[src/sar_adc_regs.svh]
// Function
// - Converter clock is system clock divided by divisor field plus one, divisor 0..31.
// - Conversions never start faster than 200 ksps, whatever source or divisor.
// - Start-source field picks software busy write, timer 0/1/2/3 overflow, or pin edge.
// - Busy bit stays one for the whole conversion and clears when it completes.
// - Busy falling edge sets done flag and raises interrupt when enabled.
// - Result registers hold the new result before the done flag reads one.
// - Timers 2 and 3 use low-byte overflow in 8-bit mode, high-byte in 16-bit.
// - Default tracking mode tracks the input except during conversion.
// - Low-power tracking inserts 3 converter clocks of tracking after each start other than a pin start.
// - Low-power mode with pin start tracks while pin low, converts on rising edge.
// - Tracking may be shut down in standby or sleep.
// - Positive select register holds 5-bit field; upper three bits read zero.
// - Positive codes pick pins in order, 11110 temperature sensor, 11111 supply.
// - Converter runs only while enable bit is one, else low-power shutdown.
// - Ground negative input means unsigned single-ended, otherwise signed differential.
// - Result is right- or left-justified per control register bit 0.
`ifndef SAR_ADC_REGS_SVH
`define SAR_ADC_REGS_SVH

// Register indices; byte address is four times the index
`define RA_NEG_SEL 8'hba
`define RA_POS_SEL 8'hbb
`define RA_CONFIG 8'hbc
`define RA_CONTROL 8'hc0
`define RA_RESULT_HI 8'hc1
`define RA_RESULT_LO 8'hc2
`define RA_IRQ_STATUS 8'hc3
`define RA_IRQ_MASK 8'hc4
`define RA_TIMER_MODE 8'hc5

// Reset values
`define CONTROL_RESET 8'h00
`define CONFIG_RESET 8'hf8
`define POS_SEL_RESET 5'h00
`define NEG_SEL_RESET 5'h1f
`define TIMER_MODE_RESET 3'h0

// Control fields
`define CTL_ENABLE 7
`define CTL_LPTRACK 6
`define CTL_DONE 5
`define CTL_BUSY 4
`define CTL_SRC_MSB 3
`define CTL_SRC_LSB 1
`define CTL_LJUST 0
// Config fields
`define CFG_DIV_MSB 7
`define CFG_DIV_LSB 3
// Timer mode / power fields
`define TM_T2_WIDE 0
`define TM_T3_WIDE 1
`define TM_STANDBY 2
// Interrupt status bits
`define IRQ_DONE 0
`define IRQ_DROPPED 1

// Input codes
`define NEG_GROUND 5'h1f
`define POS_TEMP 5'h1e
`define POS_SUPPLY 5'h1f

// Timing
`define CLK_PERIOD_NS 100
`define MIN_SAMPLE_NS 5000
`define MIN_SAMPLE_CYCLES ((`MIN_SAMPLE_NS + `CLK_PERIOD_NS - 1) / `CLK_PERIOD_NS)
`define TRACK_SAR_CLKS 3
`define CONV_SAR_CLKS 13

`endif

[src/sar_adc_pkg.sv]
package sar_adc_pkg;

  typedef enum logic [1:0] {
    ST_IDLE = 2'b00,
    ST_TRACK = 2'b01,
    ST_CONVERT = 2'b10
  } conv_state_type;

  typedef enum logic [2:0] {
    SRC_SOFTWARE = 3'b000,
    SRC_TIMER0 = 3'b001,
    SRC_TIMER2 = 3'b010,
    SRC_TIMER1 = 3'b011,
    SRC_PIN = 3'b100,
    SRC_TIMER3 = 3'b101
  } start_src_type;

  typedef struct packed {
    logic t0;
    logic t1;
    logic t2Low;
    logic t2High;
    logic t3Low;
    logic t3High;
  } timer_strobe_type;

  typedef struct packed {
    logic powered;
    logic track;
    logic convert;
    logic sarTick;
    logic differential;
    logic [4:0] posChannel;
    logic [4:0] negChannel;
  } analog_ctl_type;

endpackage : sar_adc_pkg

[src/sar_adc_conversion_control.sv]
// The AXI4-Lite slave port was left to the implementer.
`timescale 1ns/1ps
`include "sar_adc_regs.svh"
module sar_adc_conversion_control
  import sar_adc_pkg::*;
(
  input wire logic ref_clk,                 // System clock, 10 MHz
  input wire logic rst_n,                   // Asynchronous reset, active low
  input wire logic [11:0] s_axi_awaddr,     // Write address
  input wire logic s_axi_awvalid,           // Write address valid
  output logic s_axi_awready,               // Write address ready
  input wire logic [31:0] s_axi_wdata,      // Write data
  input wire logic [3:0] s_axi_wstrb,       // Write byte strobes
  input wire logic s_axi_wvalid,            // Write data valid
  output logic s_axi_wready,                // Write data ready
  output logic [1:0] s_axi_bresp,           // Write response
  output logic s_axi_bvalid,                // Write response valid
  input wire logic s_axi_bready,            // Write response ready
  input wire logic [11:0] s_axi_araddr,     // Read address
  input wire logic s_axi_arvalid,           // Read address valid
  output logic s_axi_arready,               // Read address ready
  output logic [31:0] s_axi_rdata,          // Read data
  output logic [1:0] s_axi_rresp,           // Read response
  output logic s_axi_rvalid,                // Read data valid
  input wire logic s_axi_rready,            // Read data ready
  input wire timer_strobe_type timerOvf,    // Timer overflow strobes, same clock
  input wire logic convertStartPin,         // External convert start pin
  input wire logic [11:0] sarCode,          // Code from the SAR array at conversion end
  output analog_ctl_type analogCtl,         // Controls to the analog converter
  output logic irq                          // Level interrupt
);

  // =========================================
  // Reset release and pin synchroniser
  logic rstMeta;
  logic rstn;
  logic pinMeta;
  logic pinSync;
  logic pinPrev;

  always_ff @(posedge ref_clk or negedge rst_n) begin
    if (!rst_n) begin
      rstMeta <= 1'b0;
      rstn <= 1'b0;
    end else begin
      rstMeta <= 1'b1;
      rstn <= rstMeta;
    end
  end

  always_ff @(posedge ref_clk or negedge rstn) begin
    if (!rstn) begin
      pinMeta <= 1'b0;
      pinSync <= 1'b0;
      pinPrev <= 1'b0;
    end else begin
      pinMeta <= convertStartPin;
      pinSync <= pinMeta;
      pinPrev <= pinSync;
    end
  end

  // =========================================
  // Functions
  function automatic logic [8:0] regIndex(input logic [11:0] addr);
    regIndex = {(addr[1:0] != 2'b00), addr[9:2]};
  endfunction : regIndex

  function automatic logic [15:0] formatResult(input logic [11:0] code, input logic leftJ,
                                               input logic diff);
    if (leftJ) begin
      formatResult = {code, 4'h0};
    end else if (diff) begin
      formatResult = {{4{code[11]}}, code};
    end else begin
      formatResult = {4'h0, code};
    end
  endfunction : formatResult

  // =========================================
  // Registers
  logic enable;
  logic lowPowerTrack;
  logic doneFlag;
  logic [2:0] startSource;
  logic leftJustify;
  logic [4:0] divisor;
  logic [4:0] posChannel;
  logic [4:0] negChannel;
  logic t2Wide;
  logic t3Wide;
  logic standby;
  logic droppedFlag;
  logic [1:0] irqMask;
  logic [15:0] result;
  conv_state_type state;
  logic [3:0] phaseCount;
  logic [5:0] rateCount;
  logic completePulse;

  // =========================================
  // Write channel
  logic [11:0] awAddr;
  logic awHeld;
  logic [31:0] wData;
  logic [3:0] wStrb;
  logic wHeld;

  wire writeFire = awHeld && wHeld && !s_axi_bvalid;
  wire [8:0] wIndex = regIndex(awAddr);
  wire wLane0 = writeFire && wStrb[0];
  wire [7:0] wByte = wData[7:0];
  wire wrControl = wLane0 && (wIndex == {1'b0, `RA_CONTROL});
  wire wrConfig = wLane0 && (wIndex == {1'b0, `RA_CONFIG});
  wire wrPos = wLane0 && (wIndex == {1'b0, `RA_POS_SEL});
  wire wrNeg = wLane0 && (wIndex == {1'b0, `RA_NEG_SEL});
  wire wrStatus = wLane0 && (wIndex == {1'b0, `RA_IRQ_STATUS});
  wire wrMask = wLane0 && (wIndex == {1'b0, `RA_IRQ_MASK});
  wire wrTimerMode = wLane0 && (wIndex == {1'b0, `RA_TIMER_MODE});
  wire wMapped = (wIndex == {1'b0, `RA_CONTROL}) || (wIndex == {1'b0, `RA_CONFIG}) ||
                 (wIndex == {1'b0, `RA_POS_SEL}) || (wIndex == {1'b0, `RA_NEG_SEL}) ||
                 (wIndex == {1'b0, `RA_IRQ_STATUS}) || (wIndex == {1'b0, `RA_IRQ_MASK}) ||
                 (wIndex == {1'b0, `RA_TIMER_MODE}) || (wIndex == {1'b0, `RA_RESULT_HI}) ||
                 (wIndex == {1'b0, `RA_RESULT_LO});

  always_ff @(posedge ref_clk or negedge rstn) begin
    if (!rstn) begin
      awHeld <= 1'b0;
      awAddr <= 12'h000;
      s_axi_awready <= 1'b0;
    end else if (s_axi_awvalid && s_axi_awready) begin
      awHeld <= 1'b1;
      awAddr <= s_axi_awaddr;
      s_axi_awready <= 1'b0;
    end else if (s_axi_bvalid && s_axi_bready) begin
      awHeld <= 1'b0;
    end else begin
      s_axi_awready <= !awHeld;
    end
  end

  always_ff @(posedge ref_clk or negedge rstn) begin
    if (!rstn) begin
      wHeld <= 1'b0;
      wData <= 32'h00000000;
      wStrb <= 4'h0;
      s_axi_wready <= 1'b0;
    end else if (s_axi_wvalid && s_axi_wready) begin
      wHeld <= 1'b1;
      wData <= s_axi_wdata;
      wStrb <= s_axi_wstrb;
      s_axi_wready <= 1'b0;
    end else if (s_axi_bvalid && s_axi_bready) begin
      wHeld <= 1'b0;
    end else begin
      s_axi_wready <= !wHeld;
    end
  end

  always_ff @(posedge ref_clk or negedge rstn) begin
    if (!rstn) begin
      s_axi_bvalid <= 1'b0;
      s_axi_bresp <= 2'b00;
    end else if (writeFire) begin
      s_axi_bvalid <= 1'b1;
      s_axi_bresp <= wMapped ? 2'b00 : 2'b10;
    end else if (s_axi_bready) begin
      s_axi_bvalid <= 1'b0;
    end
  end

  // =========================================
  // Start selection
  wire busy = (state != ST_IDLE);
  wire pinRise = pinSync && !pinPrev;
  wire t2Ovf = t2Wide ? timerOvf.t2High : timerOvf.t2Low;
  wire t3Ovf = t3Wide ? timerOvf.t3High : timerOvf.t3Low;
  wire swStart = wrControl && wByte[`CTL_BUSY];
  wire selectedStart = (startSource == SRC_SOFTWARE) ? swStart :
                       (startSource == SRC_TIMER0) ? timerOvf.t0 :
                       (startSource == SRC_TIMER1) ? timerOvf.t1 :
                       (startSource == SRC_TIMER2) ? t2Ovf :
                       (startSource == SRC_TIMER3) ? t3Ovf :
                       (startSource == SRC_PIN) ? pinRise : 1'b0;
  wire startOk = enable && !busy && (rateCount == 6'h00);
  wire startEvent = selectedStart && startOk;
  wire startDropped = selectedStart && enable && !startOk;
  wire pinLowPower = lowPowerTrack && (startSource == SRC_PIN);
  wire sarTick;
  wire lastTrack = (state == ST_TRACK) && sarTick &&
                   (phaseCount == 4'(`TRACK_SAR_CLKS - 1));
  wire lastConvert = (state == ST_CONVERT) && sarTick &&
                     (phaseCount == 4'(`CONV_SAR_CLKS - 1));
  wire differential = (negChannel != `NEG_GROUND);
  wire trackNow = enable && !standby &&
                  (lowPowerTrack ? ((state == ST_TRACK) ||
                                    (pinLowPower && !busy && !pinSync))
                                 : (state != ST_CONVERT));

  sar_clock_divider sar_clock_divider_inst (
    .clk(ref_clk),
    .rstn(rstn),
    .run(busy && enable),
    .divisor(divisor),
    .tick(sarTick)
  );

  // =========================================
  // Conversion sequencer
  always_ff @(posedge ref_clk or negedge rstn) begin
    if (!rstn) begin
      state <= ST_IDLE;
      phaseCount <= 4'h0;
    end else if (!enable) begin
      state <= ST_IDLE;
      phaseCount <= 4'h0;
    end else begin
      case (state)
        ST_IDLE: begin
          phaseCount <= 4'h0;
          if (startEvent) begin
            state <= (lowPowerTrack && !pinLowPower) ? ST_TRACK : ST_CONVERT;
          end
        end
        ST_TRACK: begin
          if (lastTrack) begin
            state <= ST_CONVERT;
            phaseCount <= 4'h0;
          end else if (sarTick) begin
            phaseCount <= phaseCount + 4'h1;
          end
        end
        ST_CONVERT: begin
          if (lastConvert) begin
            state <= ST_IDLE;
            phaseCount <= 4'h0;
          end else if (sarTick) begin
            phaseCount <= phaseCount + 4'h1;
          end
        end
        default: begin
          state <= ST_IDLE;
          phaseCount <= 4'h0;
        end
      endcase
    end
  end

  always_ff @(posedge ref_clk or negedge rstn) begin
    if (!rstn) begin
      rateCount <= 6'h00;
    end else if (startEvent) begin
      rateCount <= 6'(`MIN_SAMPLE_CYCLES - 1);
    end else if (rateCount != 6'h00) begin
      rateCount <= rateCount - 6'h01;
    end
  end

  always_ff @(posedge ref_clk or negedge rstn) begin
    if (!rstn) begin
      result <= 16'h0000;
      completePulse <= 1'b0;
    end else begin
      completePulse <= lastConvert && enable; // Marks the busy falling edge
      if (lastConvert) begin
        result <= formatResult(sarCode, leftJustify, differential);
      end
    end
  end

  // =========================================
  // Software registers
  always_ff @(posedge ref_clk or negedge rstn) begin
    if (!rstn) begin
      enable <= 1'(`CONTROL_RESET >> `CTL_ENABLE);
      lowPowerTrack <= 1'b0;
      startSource <= 3'h0;
      leftJustify <= 1'b0;
      divisor <= 5'(`CONFIG_RESET >> `CFG_DIV_LSB);
      posChannel <= `POS_SEL_RESET;
      negChannel <= `NEG_SEL_RESET;
      {t2Wide, t3Wide, standby} <= `TIMER_MODE_RESET;
      irqMask <= 2'b00;
    end else begin
      if (wrControl) begin
        enable <= wByte[`CTL_ENABLE];
        lowPowerTrack <= wByte[`CTL_LPTRACK];
        startSource <= wByte[`CTL_SRC_MSB:`CTL_SRC_LSB];
        leftJustify <= wByte[`CTL_LJUST];
      end
      if (wrConfig) begin
        divisor <= wByte[`CFG_DIV_MSB:`CFG_DIV_LSB];
      end
      if (wrPos) begin
        posChannel <= wByte[4:0];
      end
      if (wrNeg) begin
        negChannel <= wByte[4:0];
      end
      if (wrTimerMode) begin
        t2Wide <= wByte[`TM_T2_WIDE];
        t3Wide <= wByte[`TM_T3_WIDE];
        standby <= wByte[`TM_STANDBY];
      end
      if (wrMask) begin
        irqMask <= wByte[1:0];
      end
    end
  end

  // Sticky event flags: a set in the same cycle as a clear wins
  wire clearDone = (wrControl && !wByte[`CTL_DONE]) || (wrStatus && wByte[`IRQ_DONE]);
  wire clearDropped = wrStatus && wByte[`IRQ_DROPPED];

  always_ff @(posedge ref_clk or negedge rstn) begin
    if (!rstn) begin
      doneFlag <= 1'b0;
      droppedFlag <= 1'b0;
    end else begin
      doneFlag <= completePulse || (doneFlag && !clearDone);
      droppedFlag <= startDropped || (droppedFlag && !clearDropped);
    end
  end

  // =========================================
  // Read channel
  logic [7:0] readByte;
  logic readMapped;
  wire [8:0] rIndex = regIndex(s_axi_araddr);

  always_comb begin
    readByte = 8'h00;
    readMapped = 1'b1;
    if (rIndex == {1'b0, `RA_CONTROL}) begin
      readByte = {enable, lowPowerTrack, doneFlag, busy, startSource, leftJustify};
    end else if (rIndex == {1'b0, `RA_CONFIG}) begin
      readByte = {divisor, 3'h0};
    end else if (rIndex == {1'b0, `RA_POS_SEL}) begin
      readByte = {3'h0, posChannel};
    end else if (rIndex == {1'b0, `RA_NEG_SEL}) begin
      readByte = {3'h0, negChannel};
    end else if (rIndex == {1'b0, `RA_RESULT_HI}) begin
      readByte = result[15:8];
    end else if (rIndex == {1'b0, `RA_RESULT_LO}) begin
      readByte = result[7:0];
    end else if (rIndex == {1'b0, `RA_IRQ_STATUS}) begin
      readByte = {6'h00, droppedFlag, doneFlag};
    end else if (rIndex == {1'b0, `RA_IRQ_MASK}) begin
      readByte = {6'h00, irqMask};
    end else if (rIndex == {1'b0, `RA_TIMER_MODE}) begin
      readByte = {5'h00, standby, t3Wide, t2Wide};
    end else begin
      readMapped = 1'b0;
    end
  end

  always_ff @(posedge ref_clk or negedge rstn) begin
    if (!rstn) begin
      s_axi_arready <= 1'b0;
      s_axi_rvalid <= 1'b0;
      s_axi_rdata <= 32'h00000000;
      s_axi_rresp <= 2'b00;
    end else if (s_axi_arvalid && s_axi_arready) begin
      s_axi_arready <= 1'b0;
      s_axi_rvalid <= 1'b1;
      s_axi_rdata <= {24'h000000, readByte};
      s_axi_rresp <= readMapped ? 2'b00 : 2'b10;
    end else if (s_axi_rvalid && s_axi_rready) begin
      s_axi_rvalid <= 1'b0;
    end else begin
      s_axi_arready <= !s_axi_rvalid;
    end
  end

  // =========================================
  // Outputs
  always_ff @(posedge ref_clk or negedge rstn) begin
    if (!rstn) begin
      analogCtl <= '0;
      irq <= 1'b0;
    end else begin
      analogCtl.powered <= enable;
      analogCtl.track <= trackNow;
      analogCtl.convert <= (state == ST_CONVERT) && enable;
      analogCtl.sarTick <= sarTick;
      analogCtl.differential <= differential;
      analogCtl.posChannel <= posChannel;
      analogCtl.negChannel <= negChannel;
      irq <= (doneFlag && irqMask[`IRQ_DONE]) || (droppedFlag && irqMask[`IRQ_DROPPED]);
    end
  end

endmodule : sar_adc_conversion_control

[src/sar_clock_divider.sv]
`timescale 1ns/1ps
module sar_clock_divider (
  input wire logic clk,             // System clock
  input wire logic rstn,            // Synchronised reset, active low
  input wire logic run,             // Count while high, restart when low
  input wire logic [4:0] divisor,   // Divide by divisor plus one
  output logic tick                 // One-cycle converter clock enable
);

  logic [4:0] count;

  assign tick = run && (count == divisor);

  // =========================================
  // Divider counter
  always_ff @(posedge clk or negedge rstn) begin
    if (!rstn) begin
      count <= 5'h00;
    end else if (!run || tick) begin
      count <= 5'h00;
    end else begin
      count <= count + 5'h01;
    end
  end

endmodule : sar_clock_divider

[config.mk]
export PLATFORM = sky130hd
export DESIGN_NAME = sar_adc_conversion_control
export DESIGN_NICKNAME = d
export VERILOG_FILES = /design/src/sar_adc_pkg.sv /design/src/sar_adc_conversion_control.sv /design/src/sar_clock_divider.sv
export VERILOG_INCLUDE_DIRS = /design/src
export SDC_FILE = /design/constraint.sdc
export NUM_CORES = 1
export LEC_CHECK = 0
export CORE_ASPECT_RATIO = 1.25
export CORE_MARGIN = 8
export CORE_UTILIZATION = 60
export DETAILED_ROUTE_END_ITERATION = 10
export DONT_BUFFER_PORTS = 1
export PLACE_DENSITY = 0.78
export SETUP_SLACK_MARGIN = 0.3
export SYNTH_ARGS = -nofsm -noshare
export SYNTH_HDL_FRONTEND = slang
export SYNTH_SLANG_ARGS = --single-unit
[constraint.sdc]
create_clock -name ref_clk -period 4.1 [get_ports ref_clk]
set_input_delay 0.82 -clock ref_clk [delete_from_list [all_inputs] [get_ports ref_clk]]
set_output_delay 0.82 -clock ref_clk [all_outputs]
set_load 0.01 [all_outputs]
# Yosys cells after proc, flatten, opt, wreduce, memory -nomap -nowiden
# Cells that the tools add are included.
op_classes:
  n_addsub: 3
  eq_ne: 36
  muxes: 58
  reduce_logical: 84
ops:
  columns: ["op", "count"]
  rows:
  - ["$eq A9 B8 Y1 const B", 18]
  - ["$mux W8", 6]
  - ["$logic_and A1 B1 Y1", 43]
  - ["$mux W16", 2]
  - ["$mux W1", 31]
  - ["$mux W4", 4]
  - ["$reduce_bool A2 Y1", 8]
  - ["$logic_not A1 Y1", 14]
  - ["$logic_or A1 B1 Y1", 14]
  - ["$mux W2", 7]
  - ["$mux W6", 2]
  - ["$mux W3", 3]
  - ["$ne A3 B3 Y1 const B", 3]
  - ["$pmux W4 S2", 1]
  - ["$eq A3 B2 Y1 const B", 2]
  - ["$eq A3 B3 Y1 const B", 2]
  - ["$logic_not A6 Y1", 1]
  - ["$ne A2 B2 Y1 const B", 3]
  - ["$pmux W2 S3", 1]
  - ["$reduce_bool A6 Y1", 1]
  - ["$sub A6 B1 Y6 const B", 1]
  - ["$add A5 B1 Y5 const B", 1]
  - ["$eq A5 B5 Y1", 1]
  - ["$mux W5", 1]
  - ["11 further kinds", 11]
word_totals:
  regBits: 121
  input_bits: 86
  wordCells: 226

# Logic depth before layout (Yosys ltp)
depth:
  depth_word: 12
  depth_mapped: 9

# Modules after synthesis
# Synthesis repeated with hierarchy kept, for this count alone.
hier_totals:
  hier_cells: 513
  area_unflattened_um2: 5656.7
modules_own_cells:
  columns: ["mod", "instances", "cells_per_inst", "area_per_inst_um2", "seq_area_each_um2"]
  rows:
  - ["sar_adc_conversion_control", 1, 485, 5372.7, 2865.2]
  - ["sar_clock_divider", 1, 28, 284.0, 125.1]

# Least setup slack after synthesis
# Ideal clock, no wire load.
synth_path:
  kind: "input -> register"
  start: "in s_axi_araddr[1]"
  end: "reg s_axi_rdata[4]"
  setup_ns: 0.064
  arrival_ns: 2.198
  t_required_ns: 4.036
  path_slack_ns: 1.838
  stages: 7
  n_path_buf: 1
  cell_sequence: "or3b_1 clkbuf_2 or3_4 o2bb2ai_1 o21ai_1 a221oi_2 a21o_1"
synth_between:
  elab_chain_len: 8
  word_cells_on_any_way: 13
  classes_between: "6 x eq/ne; 6 x mux; 1 x reduce/logical"
synth_lines:
  columns: ["item", "line_no", "source"]
  rows:
  - ["start: declaration", "sar_adc_conversion_control.sv:19", "input wire logic [11:0] s_axi_araddr,"]
  - ["$reduce_bool A2 Y1 *", "sar_adc_conversion_control.sv:66", "regIndex = {(addr[1:0] != 2'b00), addr[9:2]};"]
  - ["$eq A9 B8 Y1", "sar_adc_conversion_control.sv:344", "end else if (rIndex == {1'b0, `RA_RESULT_LO}) begin"]
  - ["$mux W8", "sar_adc_conversion_control.sv:344", null]
  - ["$mux W8", "sar_adc_conversion_control.sv:342", "end else if (rIndex == {1'b0, `RA_RESULT_HI}) begin"]
  - ["$mux W8", "sar_adc_conversion_control.sv:340", "end else if (rIndex == {1'b0, `RA_NEG_SEL}) begin"]
  - ["$mux W8", "sar_adc_conversion_control.sv:338", "end else if (rIndex == {1'b0, `RA_POS_SEL}) begin"]
  - ["$mux W8", "sar_adc_conversion_control.sv:336", "end else if (rIndex == {1'b0, `RA_CONFIG}) begin"]
  - ["$mux W8 *", "sar_adc_conversion_control.sv:334", "if (rIndex == {1'b0, `RA_CONTROL}) begin"]
  - ["end signal: assignment", "sar_adc_conversion_control.sv:366", "s_axi_rdata <= {24'h000000, readByte};"]
  - ["end: declaration", "sar_adc_conversion_control.sv:22", "output logic [31:0] s_axi_rdata,"]
# Every way passes the cells marked *; elsewhere a longest branch is shown, timed or not.
# A chain may end at the register's enable or synchronous reset.

# Worst setup path in the final report
layout_path:
  start: "reg state[0]"
  end: "reg result[5]"
layout_between:
  elab_chain_len: 5
  word_cells_on_any_way: 6
  classes_between: "1 x eq/ne; 5 x reduce/logical"
layout_lines:
  columns: ["item", "line_no", "source"]
  rows:
  - ["start: declaration", "sar_adc_conversion_control.sv:96", "conv_state_type state;"]
  - ["start signal: assignment", "sar_adc_conversion_control.sv:222", "state <= (lowPowerTrack && !pinLowPower) ? ST_TRACK : ST_CONVERT;"]
  - ["$reduce_bool A2 Y1", "sar_adc_conversion_control.sv:174", "wire busy = (state != ST_IDLE);"]
  - ["$logic_and A1 B1 Y1", "sar_adc_conversion_control.sv:203", ".run(busy && enable),"]
  - ["$logic_and A1 B1 Y1", "sar_clock_divider.sv:12", "assign tick = run && (count == divisor);"]
  - ["$logic_and A1 B1 Y1 * (2 in a row)", "sar_adc_conversion_control.sv:192", "wire lastConvert = (state == ST_CONVERT) && sarTick &&"]
  - ["end signal: assignment", "sar_adc_conversion_control.sv:266", "result <= formatResult(sarCode, leftJustify, differential);"]
  - ["end: declaration", "sar_adc_conversion_control.sv:95", "logic [15:0] result;"]
# Marks and branches as above.

==> impl_metrics.tcl <==
set metrics [dict create \
    port_buffers 0 \
    combinationalPowerShare_pct 10.2 \
    synth_most_common_cell "dfrtp_1" \
    ant_nets 0 \
    synthTopCellsByArea "dfrtp_1 48%, mux2_2 8.8%, dfstp_2 4.6%, buf_4 3.4%, nand2_1 3.3%" \
    grt_pass1_vias 4117 \
    synth_seq_area_share_pct 52.17 \
    postSynth.asyncResetShare_pct 100.0 \
    grt_max_degree 46 \
    p_seq_share_pct 47.4 \
    slew_headroom_pct 25.12 \
    start_util_pct 60.60 \
    area_growth_pct 9.321 \
    power.internal_mw 2.350 \
    synthesis.instances 523 \
    cts.clk_slew.worst_paths_ns 0.06 \
    slowest_delay_ns 0.85 \
    syn_area_um2 5732 \
    post_cts_buffers 0 \
    ys.flop_type "dfrtp_1" \
    ir_worst_vdd_v 0.0005695 \
    ctsHoldBuffers 0 \
    cts_root_buf "clkbuf_16" \
    overflow 0 \
    dp.cells 629 \
    worstPathArrival_ns 3.12 \
    synth-seq-cells 119 \
    finalPower_mw 3.246 \
    endpoint_kind "flop" \
    yosysUniqueCellTypes 73 \
    r2r_start "state[0]$_DFFE_PN0P_" \
    cts_made_buffers 17 \
    worst-path-max-fanout 33 \
    crit_start "state[0]$_DFFE_PN0P_" \
    drc 0 \
    r2r_cells 7 \
    status "completed" \
    ys_warn_count 0 \
    worst_slew_pin_slew_ns 1.120 \
    io_pins 143 \
    synth_commonest_cells "109 x dfrtp_1, 50 x nand2_1, 45 x mux2_2, 34 x nor2_1, 30 x o21ai_0" \
    clock_path_buffers 2 \
    skew_ns 0.01373 \
    synth-edff-count 0 \
    post_synth.cell_area_avg_um2 10.96 \
    netSwitchingFraction_pct 27.61 \
    required_ns 4.33 \
    rsz0062_at_grt "no" \
    finalSetupViolCount 0 \
    final_nets 616 \
    start_kind "flop" \
    cts.sinks 119 \
    cts_resized 0 \
    reg2reg_to "result[5]$_DFFE_PN0P_" \
    clkPwrFrac_pct 42.4 \
    grt_usage_pct 21.21 \
    leakage_nw 2.814 \
    yosysTopAreaCell "dfrtp_1" \
    maxCapViolCount 0 \
    via_per_inst 5.959 \
    drt_pass1_iterations 4 \
    post_drt_wl_per_cell_um 19.50 \
    gp_congestion 0.8507 \
    clkLatencyLatePin_ns 0.41 \
    p_per_area_nw_per_um2 518.0 \
    hold_path.class "in2async" \
    wl_mm 12.91 \
    tns_ns 0 \
    std_cell_rows 40 \
    core_area_um2 9459 \
    die_h_um 125.3 \
    die_w_um 103.4 \
    finalHoldViolations 0 \
    drtIter0Drc 319 \
    grt_antenna_before_repair 0 \
    cts_tree "built" \
    min_period_ns 2.890 \
    dieArea_um2 12960 \
    layout.cells.non_filler 662 \
    crit_chain "inv_1 > ha_1 > nor2_1 > and4_1 > nand3_1 > nand2_1 > o21ai_0" \
    cts_max_level 4 \
    slowest_stage "nand3_1" \
    dp.final_hpwl_mm 9.475 \
    yosysTopAreaCellShare_pct 47.59 \
    crit_type "reg2reg" \
    timing.final.crit_share_pct 70.48 \
    drv_slew 0 \
    ff2ff_setup_slack_ns 1.21 \
    drive_gt1_share_pct 18.32 \
    grt_first_pass_wirelength_mm 21.20 \
    p_sw_mw 0.8962 \
    vias 3945 \
    fmax_mhz 346.1 \
]
-- metal layers --
layer	routed length [um]	global-route usage, %
met5	0	0
met3	976	7.385
met4	217	7.942
met1	5167	25.83
met2	6547	33.47
-- power by group through the flow --
stage	Sequential, mW	Clock [mW]	Combinational, mW
floorplan	1.49	0	0.299
CTS	1.54	1.40	0.332
detailed placement	1.55	0	0.331
global placement	1.54	0	0.311
finish	1.54	1.38	0.331
global route	1.57	1.45	0.367
-- kinds of logic after synthesis --
logic type	after synthesis	share of synthesized area, %
xor+xnor	12	1.834
other cells	2	0.1310
flops	119	52.17
fa+ha+maj	8	1.746
simple gates	160	14.82
buf+inv	65	6.243
compound gates	97	11.59
mux	60	11.46
-- critical path: cells and delay by family, from the launching register on --
family / cells / cell delay, ns
compound gates: 1 / 0.13
fa+ha+maj: 1 / 0.31
simple gates: 4 / 1.78
flops: 1 / 0.38
buf+inv: 1 / 0.09
-- per-stage QoR --
stage	instance area, um2	hold WS (ns)	worst slack, ns	utilization (%)
3_3_place_gp	5712	0.2921	1.439	60.38
5_1_grt	6264	0.08778	0.8879	66.22
3_5_place_dp	5712	0.3121	1.272	60.38
2_1_floorplan	5826	0.3312	0.5568	-
4_1_cts	6264	0.08848	1.214	66.22
6_report	6266	0.1039	1.210	66.24
-- flip-flops by register name (all words and copies together) (netlist names), 6 cells and up --
signal / count
result: 16
s_axi_rdata: 8
rateCount: 6
wData: 8
awAddr: 10
analogCtl: 15
-- layout by cell type (no fill, tap or decap), types with 14 or more instances in the layout --
master,synthesis,layout
nand3_1,14,14
o21ai_0,30,30
nor2_1,34,34
a21oi_1,17,17
clkbuf_16,0,17
inv_1,18,18
conb_1,2,27
nand2_1,50,50
mux2i_1,15,15
dfrtp_1,109,108
mux2_2,45,45
-- final cells by class --
class	instances	area, um2
Inverter	18	67.56
Fill cell	725	3193
Antenna cell	1	2.502
Sequential cell	119	2994
Multi-Input combinational cell	364	2477
Timing Repair Buffer	2	15.01
Clock buffer	22	454.2
Tap cell	126	157.7
Clock inverter	10	97.59
-- worst max-delay path by stage --
stage                             endpoint
floorplan           analogCtl[0]$_DFF_PN0_
global placement     result[7]$_DFFE_PN0P_
detailed placement  result[15]$_DFFE_PN0P_
CTS                  result[5]$_DFFE_PN0P_
global route         result[5]$_DFFE_PN0P_
finish               result[5]$_DFFE_PN0P_
(Power assumes the default switching activity.)
